$ cat config.mk
export PLATFORM = sky130hd
export DESIGN_NAME = sic_client
export DESIGN_NICKNAME = d
export VERILOG_FILES = /design/src/rtl/sic_pkg.sv /design/src/rtl/sic_client.sv /design/src/rtl/sic_sync.sv
export SDC_FILE = /design/constraint.sdc
export NUM_CORES = 1
export LEC_CHECK = 0
export BUFFER_PORTS_ARGS = -buffer_cell sky130_fd_sc_hd__buf_2
export CORE_MARGIN = 4
export CORE_UTILIZATION = 55
export DETAILED_ROUTE_END_ITERATION = 16
export PLACE_DENSITY = 0.7
export SLEW_MARGIN = 25
export SYNTH_ARGS = -nofsm -noshare
export SYNTH_HDL_FRONTEND = slang
export SYNTH_HIERARCHICAL = 1
export SYNTH_SLANG_ARGS = --single-unit
$ cat constraint.sdc
create_clock -name i_ref_clk -period 5.4 [get_ports i_ref_clk]
set_input_delay 1.08 -clock i_ref_clk [delete_from_list [all_inputs] [get_ports i_ref_clk]]
set_output_delay 1.08 -clock i_ref_clk [all_outputs]
set_load 0.02 [all_outputs]
$ cat src/rtl/sic_pkg.sv
// Summary of operation
// RQ1: Start is data falling while clock high; it begins a transaction.
// RQ2: Stop is data rising while clock high; it resets the client logic.
// RQ3: First byte after start is a seven-bit address plus direction bit.
// RQ4: The device answers only to client address 0101000, either direction.
// RQ5: Every data byte is eight bits, most significant bit first.
// RQ6: The device acknowledges each received byte in the ninth clock.
// RQ7: A reading host acknowledges every byte except the last one.
// RQ8: The device never stretches the clock and tolerates others stretching it.
// RQ9: With timeout enabled, clock low for 30 ms resets the interface.
// RQ10: The timeout option is disabled after reset; a configuration bit enables it.
// RQ11: With timeout enabled, both lines high over 200 us resets the client.
// RQ12: The interface works for clock rates from 10 kHz to 400 kHz.
// RQ13: The alert response address is never acknowledged.
// RQ14: Multi-byte transfers carry no count byte and have unlimited length.
// RQ15: Write byte stores the data byte at the indexed register.
// RQ16: Read byte sets the index, repeats start, and returns one byte.
// RQ17: Send byte only loads the register pointer.
// RQ18: In deep sleep a send byte does not update the pointer.
// RQ19: Receive byte returns the byte at the current pointer.
// RQ20: In deep sleep a receive byte is not serviced.
// RQ21: Multi-byte reads increment the pointer per byte, wrapping to zero.
// RQ22: Block read returns consecutive registers until the host stops acknowledging.
// RQ23: Block write stores each byte at the pointer, then increments it.
// RQ24: Addressed traffic wakes the device without clearing the deep sleep bit.
// RQ25: A mismatched address is not acknowledged; the bus is ignored until start.
package sic_pkg;

  localparam int          BYTE_W          = 8;
  localparam int          CNT_W           = 4;
  localparam logic [3:0]  BITS_PER_BYTE   = 4'h8;
  localparam logic [3:0]  LAST_TX_BIT     = 4'h7;
  localparam logic [6:0]  CLIENT_ADDR     = 7'h28;
  localparam logic [6:0]  ALERT_RESP_ADDR = 7'h0C;
  localparam logic [7:0]  PTR_RESET       = 8'h00;
  localparam logic [7:0]  PTR_STEP        = 8'h01;

  localparam int          CLK_PERIOD_NS   = 10;
  localparam int          TICK_NS         = 1000;
  localparam int          TICK_CYC        = TICK_NS / CLK_PERIOD_NS;
  localparam int          SPIKE_NS        = 50;
  localparam int          SPIKE_CYC       = SPIKE_NS / CLK_PERIOD_NS;
  localparam int          LOW_TIMEOUT_MS  = 30;
  localparam int          LOW_TIMEOUT_TCK = LOW_TIMEOUT_MS * 1000 * 1000 / TICK_NS;
  localparam int          IDLE_US         = 200;
  localparam int          IDLE_TCK        = IDLE_US * 1000 / TICK_NS;

  typedef enum logic [2:0] {
    ST_IDLE     = 3'b000,
    ST_ADDR     = 3'b001,
    ST_ADDR_ACK = 3'b010,
    ST_RX       = 3'b011,
    ST_RX_ACK   = 3'b100,
    ST_TX       = 3'b101,
    ST_TX_ACK   = 3'b110
  } sic_state_t;

  typedef struct packed {
    logic       wr;
    logic       rd;
    logic [7:0] addr;
    logic [7:0] wdata;
  } sic_reg_req_t;

  typedef struct packed {
    logic timeout_en;
    logic deep_sleep_bit;
  } sic_ctrl_t;

endpackage

$ cat src/rtl/sic_client.sv
module sic_client #(
  parameter int P_TICK_CYC          = sic_pkg::TICK_CYC,
  parameter int P_SPIKE_CYC         = sic_pkg::SPIKE_CYC,
  parameter int P_LOW_TIMEOUT_TICKS = sic_pkg::LOW_TIMEOUT_TCK,
  parameter int P_IDLE_TICKS        = sic_pkg::IDLE_TCK
) (
  input  wire logic                 i_ref_clk,
  input  wire logic                 i_rst_b,
  input  wire logic                 i_bus_clock_pin,
  input  wire logic                 i_sda,
  input  wire sic_pkg::sic_ctrl_t   i_ctrl,
  input  wire logic [7:0]           i_reg_rdata,
  output logic                      o_sda_out,
  output logic                      o_sda_oe,
  output sic_pkg::sic_reg_req_t     o_reg_req,
  output logic                      o_awake
);

  localparam int TICK_W = $clog2(P_TICK_CYC + 1);
  localparam int SPK_W  = $clog2(P_SPIKE_CYC + 1);
  localparam int LOW_W  = $clog2(P_LOW_TIMEOUT_TICKS + 1);
  localparam int IDLE_W = $clog2(P_IDLE_TICKS + 2);
  localparam logic [TICK_W-1:0] TICK_LAST = TICK_W'(P_TICK_CYC - 1);
  localparam logic [SPK_W-1:0]  SPK_LAST  = SPK_W'(P_SPIKE_CYC - 1);
  localparam logic [LOW_W-1:0]  LOW_LAST  = LOW_W'(P_LOW_TIMEOUT_TICKS - 1);
  localparam logic [LOW_W-1:0]  LOW_MAX   = LOW_W'(P_LOW_TIMEOUT_TICKS);
  localparam logic [IDLE_W-1:0] IDLE_LAST = IDLE_W'(P_IDLE_TICKS);
  localparam logic [IDLE_W-1:0] IDLE_MAX  = IDLE_W'(P_IDLE_TICKS + 1);

  ////////////////////////////////////////////////////////////////////////////
  // Pin synchronisation and spike filtering. Bit 0 is clock, bit 1 is data.

  logic [1:0]       pin_sync;
  logic [1:0]       filt_q;
  logic [1:0]       line_q;
  logic [SPK_W-1:0] spk_cnt_q [2];

  sic_sync #(
    .W       (2),
    .RST_VAL (2'h3)
  ) u_sync (
    .i_ref_clk (i_ref_clk),
    .i_rst_b   (i_rst_b),
    .i_async   ({i_sda, i_bus_clock_pin}),
    .o_sync    (pin_sync)
  );

  // A change is accepted only after it has held for the spike window.
  for (genvar b = 0; b < 2; b++) begin : g_filt
    always_ff @(posedge i_ref_clk or negedge i_rst_b) begin
      if (!i_rst_b) begin
        filt_q[b]    <= 1'b1;
        spk_cnt_q[b] <= '0;
      end else if (pin_sync[b] == filt_q[b]) begin
        spk_cnt_q[b] <= '0;
      end else if (spk_cnt_q[b] == SPK_LAST) begin // RQ12
        filt_q[b]    <= pin_sync[b];
        spk_cnt_q[b] <= '0;
      end else begin
        spk_cnt_q[b] <= spk_cnt_q[b] + SPK_W'(1);
      end
    end
  end

  always_ff @(posedge i_ref_clk or negedge i_rst_b) begin
    if (!i_rst_b) begin
      line_q <= 2'h3;
    end else begin
      line_q <= filt_q;
    end
  end

  logic scl;
  logic sda;
  logic scl_rise;
  logic scl_fall;
  logic start_det;
  logic stop_det;

  // The clock pin is only ever observed; any low time, stretched or not, is
  // waited out, up to the low timeout when that is enabled. RQ8
  assign scl       = filt_q[0];
  assign sda       = filt_q[1];
  assign scl_rise  = scl & ~line_q[0];
  assign scl_fall  = ~scl & line_q[0];
  assign start_det = scl & line_q[0] & line_q[1] & ~sda; // RQ1
  assign stop_det  = scl & line_q[0] & ~line_q[1] & sda; // RQ2

  ////////////////////////////////////////////////////////////////////////////
  // Microsecond tick and the two bus watchdogs.

  logic [TICK_W-1:0] tick_cnt_q;
  logic              tick;
  logic [LOW_W-1:0]  low_cnt_q;
  logic [IDLE_W-1:0] idle_cnt_q;
  logic              low_to;
  logic              idle_to;
  logic              bus_reset;

  assign tick = (tick_cnt_q == TICK_LAST);

  always_ff @(posedge i_ref_clk or negedge i_rst_b) begin
    if (!i_rst_b) begin
      tick_cnt_q <= '0;
    end else if (tick) begin
      tick_cnt_q <= '0;
    end else begin
      tick_cnt_q <= tick_cnt_q + TICK_W'(1);
    end
  end

  // Both watchdogs hold at zero unless the timeout option is enabled. RQ10
  always_ff @(posedge i_ref_clk or negedge i_rst_b) begin
    if (!i_rst_b) begin
      low_cnt_q <= '0;
    end else if (!i_ctrl.timeout_en || scl) begin
      low_cnt_q <= '0;
    end else if (tick && low_cnt_q != LOW_MAX) begin
      low_cnt_q <= low_cnt_q + LOW_W'(1);
    end
  end

  always_ff @(posedge i_ref_clk or negedge i_rst_b) begin
    if (!i_rst_b) begin
      idle_cnt_q <= '0;
    end else if (!i_ctrl.timeout_en || !scl || !sda) begin
      idle_cnt_q <= '0;
    end else if (tick && idle_cnt_q != IDLE_MAX) begin
      idle_cnt_q <= idle_cnt_q + IDLE_W'(1);
    end
  end

  assign low_to    = i_ctrl.timeout_en && !scl && tick && low_cnt_q == LOW_LAST; // RQ9
  assign idle_to   = i_ctrl.timeout_en && scl && sda && tick
                     && idle_cnt_q == IDLE_LAST; // RQ11
  assign bus_reset = stop_det | low_to | idle_to; // RQ2

  ////////////////////////////////////////////////////////////////////////////
  // Byte engine decode.

  sic_pkg::sic_state_t st_q;
  logic [3:0]          cnt_q;
  logic [7:0]          shift_q;
  logic [7:0]          tx_q;
  logic [7:0]          rdata_q;
  logic                rd_seen_q;
  logic                dir_q;
  logic                index_seen_q;
  logic                first_rx_q;
  logic [7:0]          ptr_q;
  logic [7:0]          pend_q;
  logic                pend_valid_q;
  logic [7:0]          wr_addr;
  logic                addr_match;
  logic                rd_refused;
  logic                accept;
  logic                byte_fall;
  logic                addr_done;
  logic                rx_done;
  logic                host_ack;

  // The alert response address is excluded explicitly, so it stays unanswered
  // even if the client address is ever changed.
  assign addr_match = (shift_q[7:1] == sic_pkg::CLIENT_ADDR) // RQ4
                      && (shift_q[7:1] != sic_pkg::ALERT_RESP_ADDR); // RQ13
  assign rd_refused = shift_q[0] & i_ctrl.deep_sleep_bit & ~index_seen_q; // RQ20
  assign accept     = addr_match & ~rd_refused;
  assign byte_fall  = scl_fall && (cnt_q == sic_pkg::BITS_PER_BYTE);
  assign addr_done  = (st_q == sic_pkg::ST_ADDR) && byte_fall;
  assign rx_done    = (st_q == sic_pkg::ST_RX) && byte_fall;
  assign host_ack   = (st_q == sic_pkg::ST_TX_ACK) && scl_rise && !sda; // RQ7
  assign wr_addr    = pend_valid_q ? pend_q : ptr_q;

  ////////////////////////////////////////////////////////////////////////////
  // Bus state machine and data line drive.

  always_ff @(posedge i_ref_clk or negedge i_rst_b) begin
    if (!i_rst_b) begin
      st_q     <= sic_pkg::ST_IDLE;
      cnt_q    <= '0;
      shift_q  <= '0;
      tx_q     <= '0;
      dir_q    <= 1'b0;
      o_sda_oe <= 1'b0;
    end else if (bus_reset) begin
      st_q     <= sic_pkg::ST_IDLE; // RQ2
      cnt_q    <= '0;
      o_sda_oe <= 1'b0;
    end else if (start_det) begin
      st_q     <= sic_pkg::ST_ADDR; // RQ1
      cnt_q    <= '0;
      o_sda_oe <= 1'b0;
    end else begin
      unique case (st_q)
        sic_pkg::ST_IDLE: begin
          o_sda_oe <= 1'b0;
        end
        sic_pkg::ST_ADDR, sic_pkg::ST_RX: begin
          if (scl_rise) begin
            shift_q <= {shift_q[6:0], sda}; // RQ5
            cnt_q   <= cnt_q + 4'h1;
          end
          if (addr_done) begin
            dir_q <= shift_q[0]; // RQ3
            if (accept) begin
              o_sda_oe <= 1'b1; // RQ6
              st_q     <= sic_pkg::ST_ADDR_ACK;
            end else begin
              st_q <= sic_pkg::ST_IDLE; // RQ25
            end
          end else if (rx_done) begin
            o_sda_oe <= 1'b1; // RQ6
            st_q     <= sic_pkg::ST_RX_ACK;
          end
        end
        sic_pkg::ST_ADDR_ACK: begin
          if (scl_fall) begin
            cnt_q <= '0;
            if (dir_q) begin
              tx_q     <= rdata_q; // RQ19
              o_sda_oe <= ~rdata_q[7];
              st_q     <= sic_pkg::ST_TX;
            end else begin
              o_sda_oe <= 1'b0;
              st_q     <= sic_pkg::ST_RX;
            end
          end
        end
        sic_pkg::ST_RX_ACK: begin
          if (scl_fall) begin
            o_sda_oe <= 1'b0;
            cnt_q    <= '0;
            st_q     <= sic_pkg::ST_RX; // RQ14
          end
        end
        sic_pkg::ST_TX: begin
          if (scl_fall) begin
            if (cnt_q == sic_pkg::LAST_TX_BIT) begin
              o_sda_oe <= 1'b0;
              st_q     <= sic_pkg::ST_TX_ACK;
            end else begin
              tx_q     <= {tx_q[6:0], 1'b0}; // RQ5
              o_sda_oe <= ~tx_q[6];
              cnt_q    <= cnt_q + 4'h1;
            end
          end
        end
        sic_pkg::ST_TX_ACK: begin
          if (scl_rise && sda) begin
            st_q <= sic_pkg::ST_IDLE; // RQ7
          end else if (scl_fall) begin
            tx_q     <= rdata_q; // RQ22
            o_sda_oe <= ~rdata_q[7];
            cnt_q    <= '0;
            st_q     <= sic_pkg::ST_TX;
          end
        end
        default: begin
          st_q     <= sic_pkg::ST_IDLE;
          o_sda_oe <= 1'b0;
        end
      endcase
    end
  end

  // The pin is open drain: it only ever pulls low.
  assign o_sda_out = 1'b0;

  ////////////////////////////////////////////////////////////////////////////
  // Register pointer. Under deep sleep an index is held back and only takes
  // effect once data or a repeated start follows it.

  always_ff @(posedge i_ref_clk or negedge i_rst_b) begin
    if (!i_rst_b) begin
      ptr_q        <= sic_pkg::PTR_RESET;
      pend_q       <= sic_pkg::PTR_RESET;
      pend_valid_q <= 1'b0;
      index_seen_q <= 1'b0;
      first_rx_q   <= 1'b0;
    end else if (bus_reset) begin
      pend_valid_q <= 1'b0; // RQ18
      index_seen_q <= 1'b0;
      first_rx_q   <= 1'b0;
    end else if (start_det) begin
      first_rx_q <= 1'b0;
      if (pend_valid_q) begin
        ptr_q        <= pend_q; // RQ16
        pend_valid_q <= 1'b0;
      end
    end else if (addr_done) begin
      first_rx_q <= accept & ~shift_q[0];
    end else if (rx_done) begin
      if (first_rx_q) begin
        first_rx_q   <= 1'b0;
        index_seen_q <= 1'b1;
        if (i_ctrl.deep_sleep_bit) begin
          pend_q       <= shift_q; // RQ18
          pend_valid_q <= 1'b1;
        end else begin
          ptr_q <= shift_q; // RQ17
        end
      end else begin
        ptr_q        <= wr_addr + sic_pkg::PTR_STEP; // RQ23
        pend_valid_q <= 1'b0;
      end
    end else if (host_ack) begin
      ptr_q <= ptr_q + sic_pkg::PTR_STEP; // RQ21
    end
  end

  ////////////////////////////////////////////////////////////////////////////
  // Register file requests and read data capture.

  always_ff @(posedge i_ref_clk or negedge i_rst_b) begin
    if (!i_rst_b) begin
      o_reg_req <= '0;
    end else begin
      o_reg_req.wr <= 1'b0;
      o_reg_req.rd <= 1'b0;
      if (rx_done && !first_rx_q) begin
        o_reg_req.wr    <= 1'b1; // RQ15
        o_reg_req.addr  <= wr_addr;
        o_reg_req.wdata <= shift_q;
      end else if (addr_done && accept && shift_q[0]) begin
        o_reg_req.rd   <= 1'b1; // RQ19
        o_reg_req.addr <= ptr_q;
      end else if (host_ack) begin
        o_reg_req.rd   <= 1'b1; // RQ22
        o_reg_req.addr <= ptr_q + sic_pkg::PTR_STEP;
      end
    end
  end

  always_ff @(posedge i_ref_clk or negedge i_rst_b) begin
    if (!i_rst_b) begin
      rd_seen_q <= 1'b0;
      rdata_q   <= '0;
    end else begin
      rd_seen_q <= o_reg_req.rd;
      if (rd_seen_q) begin
        rdata_q <= i_reg_rdata;
      end
    end
  end

  ////////////////////////////////////////////////////////////////////////////
  // Wake indication: held from an accepted address until the bus is
  // released. The deep sleep bit itself is never touched here.

  always_ff @(posedge i_ref_clk or negedge i_rst_b) begin
    if (!i_rst_b) begin
      o_awake <= 1'b0;
    end else if (bus_reset) begin
      o_awake <= 1'b0;
    end else if (addr_done && accept) begin
      o_awake <= 1'b1; // RQ24
    end
  end

endmodule

$ cat src/rtl/sic_sync.sv
module sic_sync #(
  parameter int         W       = 2,
  parameter logic [1:0] RST_VAL = 2'h3
) (
  input  wire logic         i_ref_clk,
  input  wire logic         i_rst_b,
  input  wire logic [W-1:0] i_async,
  output logic      [W-1:0] o_sync
);

  logic [W-1:0] meta_q;

  // The first stage feeds only the second stage.
  always_ff @(posedge i_ref_clk or negedge i_rst_b) begin
    if (!i_rst_b) begin
      meta_q <= RST_VAL;
      o_sync <= RST_VAL;
    end else begin
      meta_q <= i_async;
      o_sync <= meta_q;
    end
  end

endmodule

Word level (Yosys, flattened, before mapping)
Cells that the tools add are included.
{ "totals": {"in_bits": 14, "register_bits": 115, "output_inout_bits": 21} }
{ "op_classes": {"addsub": 8, "reduce_logical": 52, "bitwise": 27, "mux": 79, "eq_ne": 43} }
{ "ops": {"columns": ["cell", "n"], "rows": [
  ["2-to-1 mux 8 bit", 10],
  ["2-to-1 mux 7 bit", 7],
  ["2-to-1 mux 3 bit", 15],
  ["inequality test 4 bit (second input constant)", 10],
  ["2-to-1 mux 1 bit", 31],
  ["2-to-1 mux 15 bit", 2],
  ["2-to-1 mux 4 bit", 7],
  ["adder 8 x 1 -> 8 bit (second input constant)", 3],
  ["one-hot mux 7 bit (3 select lines)", 1],
  ["logical AND 1 bit", 19],
  ["2-to-1 mux 9 bit", 2],
  ["one-hot mux 3 bit (6 select lines)", 1],
  ["inequality test 2 bit (second input constant)", 8],
  ["one-hot mux 4 bit (4 select lines)", 1],
  ["AND reduction 4 bit", 4],
  ["adder 15 x 1 -> 15 bit (second input constant)", 1],
  ["== test 15 bit (second input constant)", 1],
  ["== test 3 bit (second input constant)", 5],
  ["inequality test 15 bit (second input constant)", 1],
  ["inverter 1 bit", 14],
  ["AND reduction 7 bit", 2],
  ["nonzero test 3 bit", 4],
  ["bitwise AND 1 bit", 11],
  ["inequality test 5 bit (second input constant)", 2],
  ["31 further kinds", 47]
]} }

Logic depth before layout (Yosys ltp)
{ "depth": {"depth_word": 9, "depth_mapped": 10, "depth_no_buf": 9} }

Hierarchy
The synthesis kept the hierarchy.
{ "modules_own_cells": {"columns": ["mod", "cells_per_inst", "instances", "seq_area_each_um2", "area_each_um2"], "rows": [
  ["sic_client", 603, 1, 2782.7, 5944.5],
  ["sic_sync", 4, 1, 105.1, 105.1]
]} }

Least setup slack after synthesis
No wires, ideal clock.
{ "synth_path": {"path_type": "input -> register", "startpoint": "in i_ctrl[1] (netlist bit)", "endpoint": "reg shift_q[0]", "slack_ns": 2.968, "path_buffers": 0, "t_arrival_ns": 2.308, "cell_stages": 6, "required_ns": 5.275, "path_cell_list": "nor3b_1 -> nand4_1 -> o32ai_4 -> o21bai_2 -> nor3_4 -> mux2_2"} }
{ "synth_between": {"elab_chain_len": 7} }
{ "synth_rtl": {"columns": ["item", "line", "source"], "rows": [
  ["start, declared", "sic_client.sv:11", "input wire sic_pkg::sic_ctrl_t i_ctrl,"],
  ["logical AND 1 bit, on equally long branches (3 in a row)", "sic_client.sv:133, sic_client.sv:134", null],
  ["OR 1 bit or logical AND 1 bit (tied branches)", "sic_client.sv:136, sic_client.sv:135", null],
  ["OR 1 bit *", "sic_client.sv:136", "assign bus_reset = stop_det | low_to | idle_to;"],
  ["inverter 1 bit (no source line) *", null, null],
  ["AND reduction 4 bit (no source line) *", null, null],
  ["end signal, assigned", "sic_client.sv:200", "shift_q <= {shift_q[6:0], sda};"],
  ["end, declared", "sic_client.sv:143", "logic [7:0] shift_q;"]
]} }
Mark *: on every way between the ends. The rest lies on a longest branch, timed or not.
A chain may end at the register's enable or synchronous reset.

Worst setup path in the final report
{ "layout_path": {"startpoint": "reg st_q[2]", "endpoint": "reg o_reg_req[13] (netlist bit)"} }
{ "layout_between": {"elab_chain_len": 6} }
{ "layout_rtl": {"columns": ["item", "line", "source"], "rows": [
  ["start, declared", "sic_client.sv:141", "sic_pkg::sic_state_t st_q;"],
  ["start signal, assigned", "sic_client.sv:179", "st_q <= sic_pkg::ST_IDLE;"],
  ["start signal, assigned", "sic_client.sv:186", "st_q <= sic_pkg::ST_IDLE;"],
  ["start signal, assigned", "sic_client.sv:190", "st_q <= sic_pkg::ST_ADDR;"],
  ["== test 3 x 1 -> 1 bit", "sic_client.sv:169", "assign addr_done = (st_q == sic_pkg::ST_ADDR) && byte_fall;"],
  ["logical AND 1 bit", "sic_client.sv:169", null],
  ["logical AND 1 bit (2 in a row)", "sic_client.sv:324", "end else if (addr_done && accept && shift_q[0]) begin"],
  ["2-to-1 mux 9 bit", "sic_client.sv:324", null],
  ["2-to-1 mux 8 bit", "sic_client.sv:320", "if (rx_done && !first_rx_q) begin"],
  ["end, declared", "sic_client.sv:15", "output sic_pkg::sic_reg_req_t o_reg_req,"]
]} }
Parallel ways exist; a longest one is shown, timed or not.

==> results.yml <==
outcome:
  outcome: "completed"
power_and_ir_drop:
  net-switching-power_w: 0.00115
  p_seq_share_pct: 37.8
  netSwitchingFraction_pct: 36.5
  p_comb_share_pct: 28.8
  p_leak_nw: 3.07
  intPower_w: 0.00201
  power_density_nw_per_um2: 462
  vdd_drop_max_uv: 206
  p_clk_share_pct: 33.3
cts:
  numCtsBuffers: 17
  cts_tree: "built"
  postCtsSetupRepairBufs: 0
  clk_pin_slew_ns: 0.06
  hold_buffers: 0
  cts_sinks: 115
  clock_tree.root_cell: "clkbuf_8"
  cts_resized: 0
  worstSkewPairLatency_ns: 0.52
  cts-htree-levels: 4
  cts_buffer_depth: 2
route:
  drtPass1Iterations: 4
  avgRoutedWirePerCell_um: 17.0
  vias_per_cell: 5.81
  wl_um: 13400
  drtAntennaViolNets: 0
  route.vias.total: 4574
  first_iter_violations: 340
  drc_errors: 0
placement:
  dpl_cell_area_um2: 6290
  numPortBuffers: 33
  dp_hpwl_um: 9210
  gp_congestion: 0.891
synth:
  synth-edff-count: 0
  syn_area_per_cell_um2: 9.97
  synth_top_cell_area_share_pct: 44.3
  synth_nets: 635
  synth_ff_type: "dfrtp_1"
  ys_async_sr_fraction_pct: 100
  synth_top_area_cell: "dfrtp_1"
  synth.distinct_cells: 68
  syn_area_um2: 6050
  synthCells: 607
  yosys_warnings: 6
  synth-seq-area-share_pct: 47.7
  ys_seq_elements: 115
  synth.area.top_cells: "dfrtp_1, nor2_1, mux2_2"
sta:
  fin_crit_sh_pct: 58.9
  fin_skew_ns: 0.00593
  finalSetupViolations: 0
  hold_viol: 0
  slew_viol_final: 0
  period_minus_slack_ns: 3.18
  tns_ns: 0
  worst_pin_slew_ns: 0.817
  timing.hold.ws_ns: 0.355
  rsz0062_at_grt: "no"
  relSlewSlack_pct: 45.3
  max_freq_mhz: 314
floorplanning:
  core_area_um2: 10800
  die_x_um: 113
  rows: 38
  initial_core_util_pct: 56.1
  die_h_um: 113
  ios: 35
  dieArea_um2: 12700
setup_path:
  rr_worst_depth: 6
  critical_path.startpoint_type: "flip-flop"
  critPathKind: "reg -> reg"
  critPathArrivalTime_ns: 3.58
  worstPathMaxFanout: 19
  critPathRequiredTime_ns: 5.80
  cp-end-kind: "flip-flop"
grt:
  overflow: 0
  grt_pass1_wl_um: 22800
  antenna_found_initial: 0
  grt_max_degree: 76
  grt.total_usage_pct: 22.2
  grt_pass1_vias: 4684
finish:
  diodes: 0
  final_layout_size_suffix_gt1_share_pct: 18.5
  nets: 662
  layout.area.seq_um2: 2890
  fill_cells: 918
  finalInstanceArea_um2: 6860
  multi_input_area_um2: 2960
  syn2layout_area_growth_pct: 13.4
flow_run:
  maxCapViolations: 0
worst_hold_path:
  hp-class: "reg -> reg"
  min_path_cells: 0
-- worst paths after layout --
path / end / slack, ns / start
min: u_sync/o_sync[1] / 0.36 / u_sync/meta_q[1]
max reg2reg: o_reg_req[13] / 2.22 / st_q[2]
max: o_reg_req[13] / 2.22 / st_q[2]
min in group asynchronous: o_reg_req[4] / 0.56 / i_rst_b
min reg2reg: u_sync/o_sync[1] / 0.36 / u_sync/meta_q[1]
max in group asynchronous: pend_valid_q / 3.77 / i_rst_b
-- final cells by class --
type,count,share of cell area (%)
clock buffer,17,6.04
tap,140,2.55
multi-input combinational,443,43.2
inverter,21,1.15
timing repair buffer,36,2.83
sequential,115,42.1
clock inverter,15,2.12
-- critical path, cell delays in order (launching register included) --
cell and delay [ns]:
dfrtp_1 0.50, nand2b_1 0.34, nor3_2 0.72, nand2_2 0.43
clkinv_1 0.45, nor3_1 0.21, a221o_1 0.39
-- cell families after synthesis --
family / share of synthesized area [%]
other: 0.0620
adders and majority gates: 2.90
buffers and inverters: 3.43
xor gates and xnor gates: 4.92
DFF: 47.7
AOI/OAI and AO/OA: 11.7
muxes: 8.87
and+or+nand+nor: 20.3
-- metal layers --
metal | global-route usage [%] | routed length, um
met2 | 37.3 | 6740
met5 | 0 | 0
met4 | 8.73 | 299
met1 | 27.9 | 5810
met3 | 5.13 | 558
-- power by group through the flow --
stage	clock, W	sequential [W]	combinational (W)
global placement	0	0.00120	0.000888
CTS	0.00107	0.00120	0.000909
finish	0.00106	0.00120	0.000913
floorplan	0	0.00113	0.000755
global route	0.00112	0.00123	0.00102
detailed placement	0	0.00121	0.000902
-- per-stage QoR --
step	total power, W	utilization, %	std cells	setup slack (ns)
2_1_floorplan	0.00188	-	607	2.97
3_3_place_gp	0.00209	58.2	755	2.39
3_5_place_dp	0.00211	58.2	755	2.29
4_1_cts	0.00318	63.4	787	2.23
5_1_grt	0.00336	63.5	787	1.96
6_report	0.00317	63.5	787	2.22
-- state kept, by name (all words and copies together) (netlist names), 7 cells and up --
name        flops
idle_cnt_q      8
low_cnt_q      15
o_reg_req      18
pend_q          8
ptr_q           8
rdata_q         8
shift_q         8
tick_cnt_q      7
tx_q            7
-- cells in the mapped netlist (all sizes together), types with 2 or more instances --
cell / n
nand2b: 8
inv: 20
or3: 2
nand4b: 3
nor2: 75
o22ai: 4
o21bai: 2
nand4: 13
nor4bb: 2
o21a: 5
a211oi: 11
xnor2: 15
buf: 12
nor3b: 4
dfstp: 8
ha: 14
and4: 4
nor3: 15
xor2: 19
nand3b: 6
mux2: 29
a21o: 3
nand3: 20
a221o: 3
mux2i: 18
or2: 2
o21ai: 18
nor2b: 6
nand2: 62
a21oi: 39
o2111ai: 2
and2: 3
nor4b: 2
a41oi: 2
clkbuf: 16
o32ai: 4
o31ai: 3
dfrtp: 107
and3: 9
-- placed cells by master, fill, tap and decap left out, types with 3 or more instances in the layout --
cell / Yosys / layout
a211oi_1: 10 / 10
a21o_1: 3 / 3
a21oi_1: 39 / 39
a221o_1: 3 / 3
and2_1: 3 / 3
and3_1: 9 / 9
and4_1: 4 / 4
buf_2: 7 / 32
buf_4: 2 / 3
clkbuf_16: 0 / 16
clkinv_4: 0 / 3
clkinvlp_4: 0 / 3
dfrtp_1: 107 / 107
dfstp_2: 8 / 8
ha_1: 14 / 14
inv_1: 20 / 20
inv_6: 0 / 7
mux2_2: 21 / 21
mux2_4: 8 / 8
mux2i_1: 18 / 18
nand2_1: 60 / 60
nand2b_1: 8 / 8
nand3_1: 20 / 20
nand3b_1: 6 / 6
nand4_1: 13 / 13
nand4b_1: 3 / 3
nor2_1: 74 / 74
nor2b_1: 6 / 6
nor3_1: 12 / 12
nor3b_1: 4 / 4
o21a_1: 5 / 5
o21ai_0: 18 / 18
o22ai_1: 4 / 4
o31ai_1: 3 / 3
o32ai_1: 3 / 3
xnor2_1: 15 / 15
xor2_1: 19 / 19
Note: power is estimated with default switching activity, not from simulation.
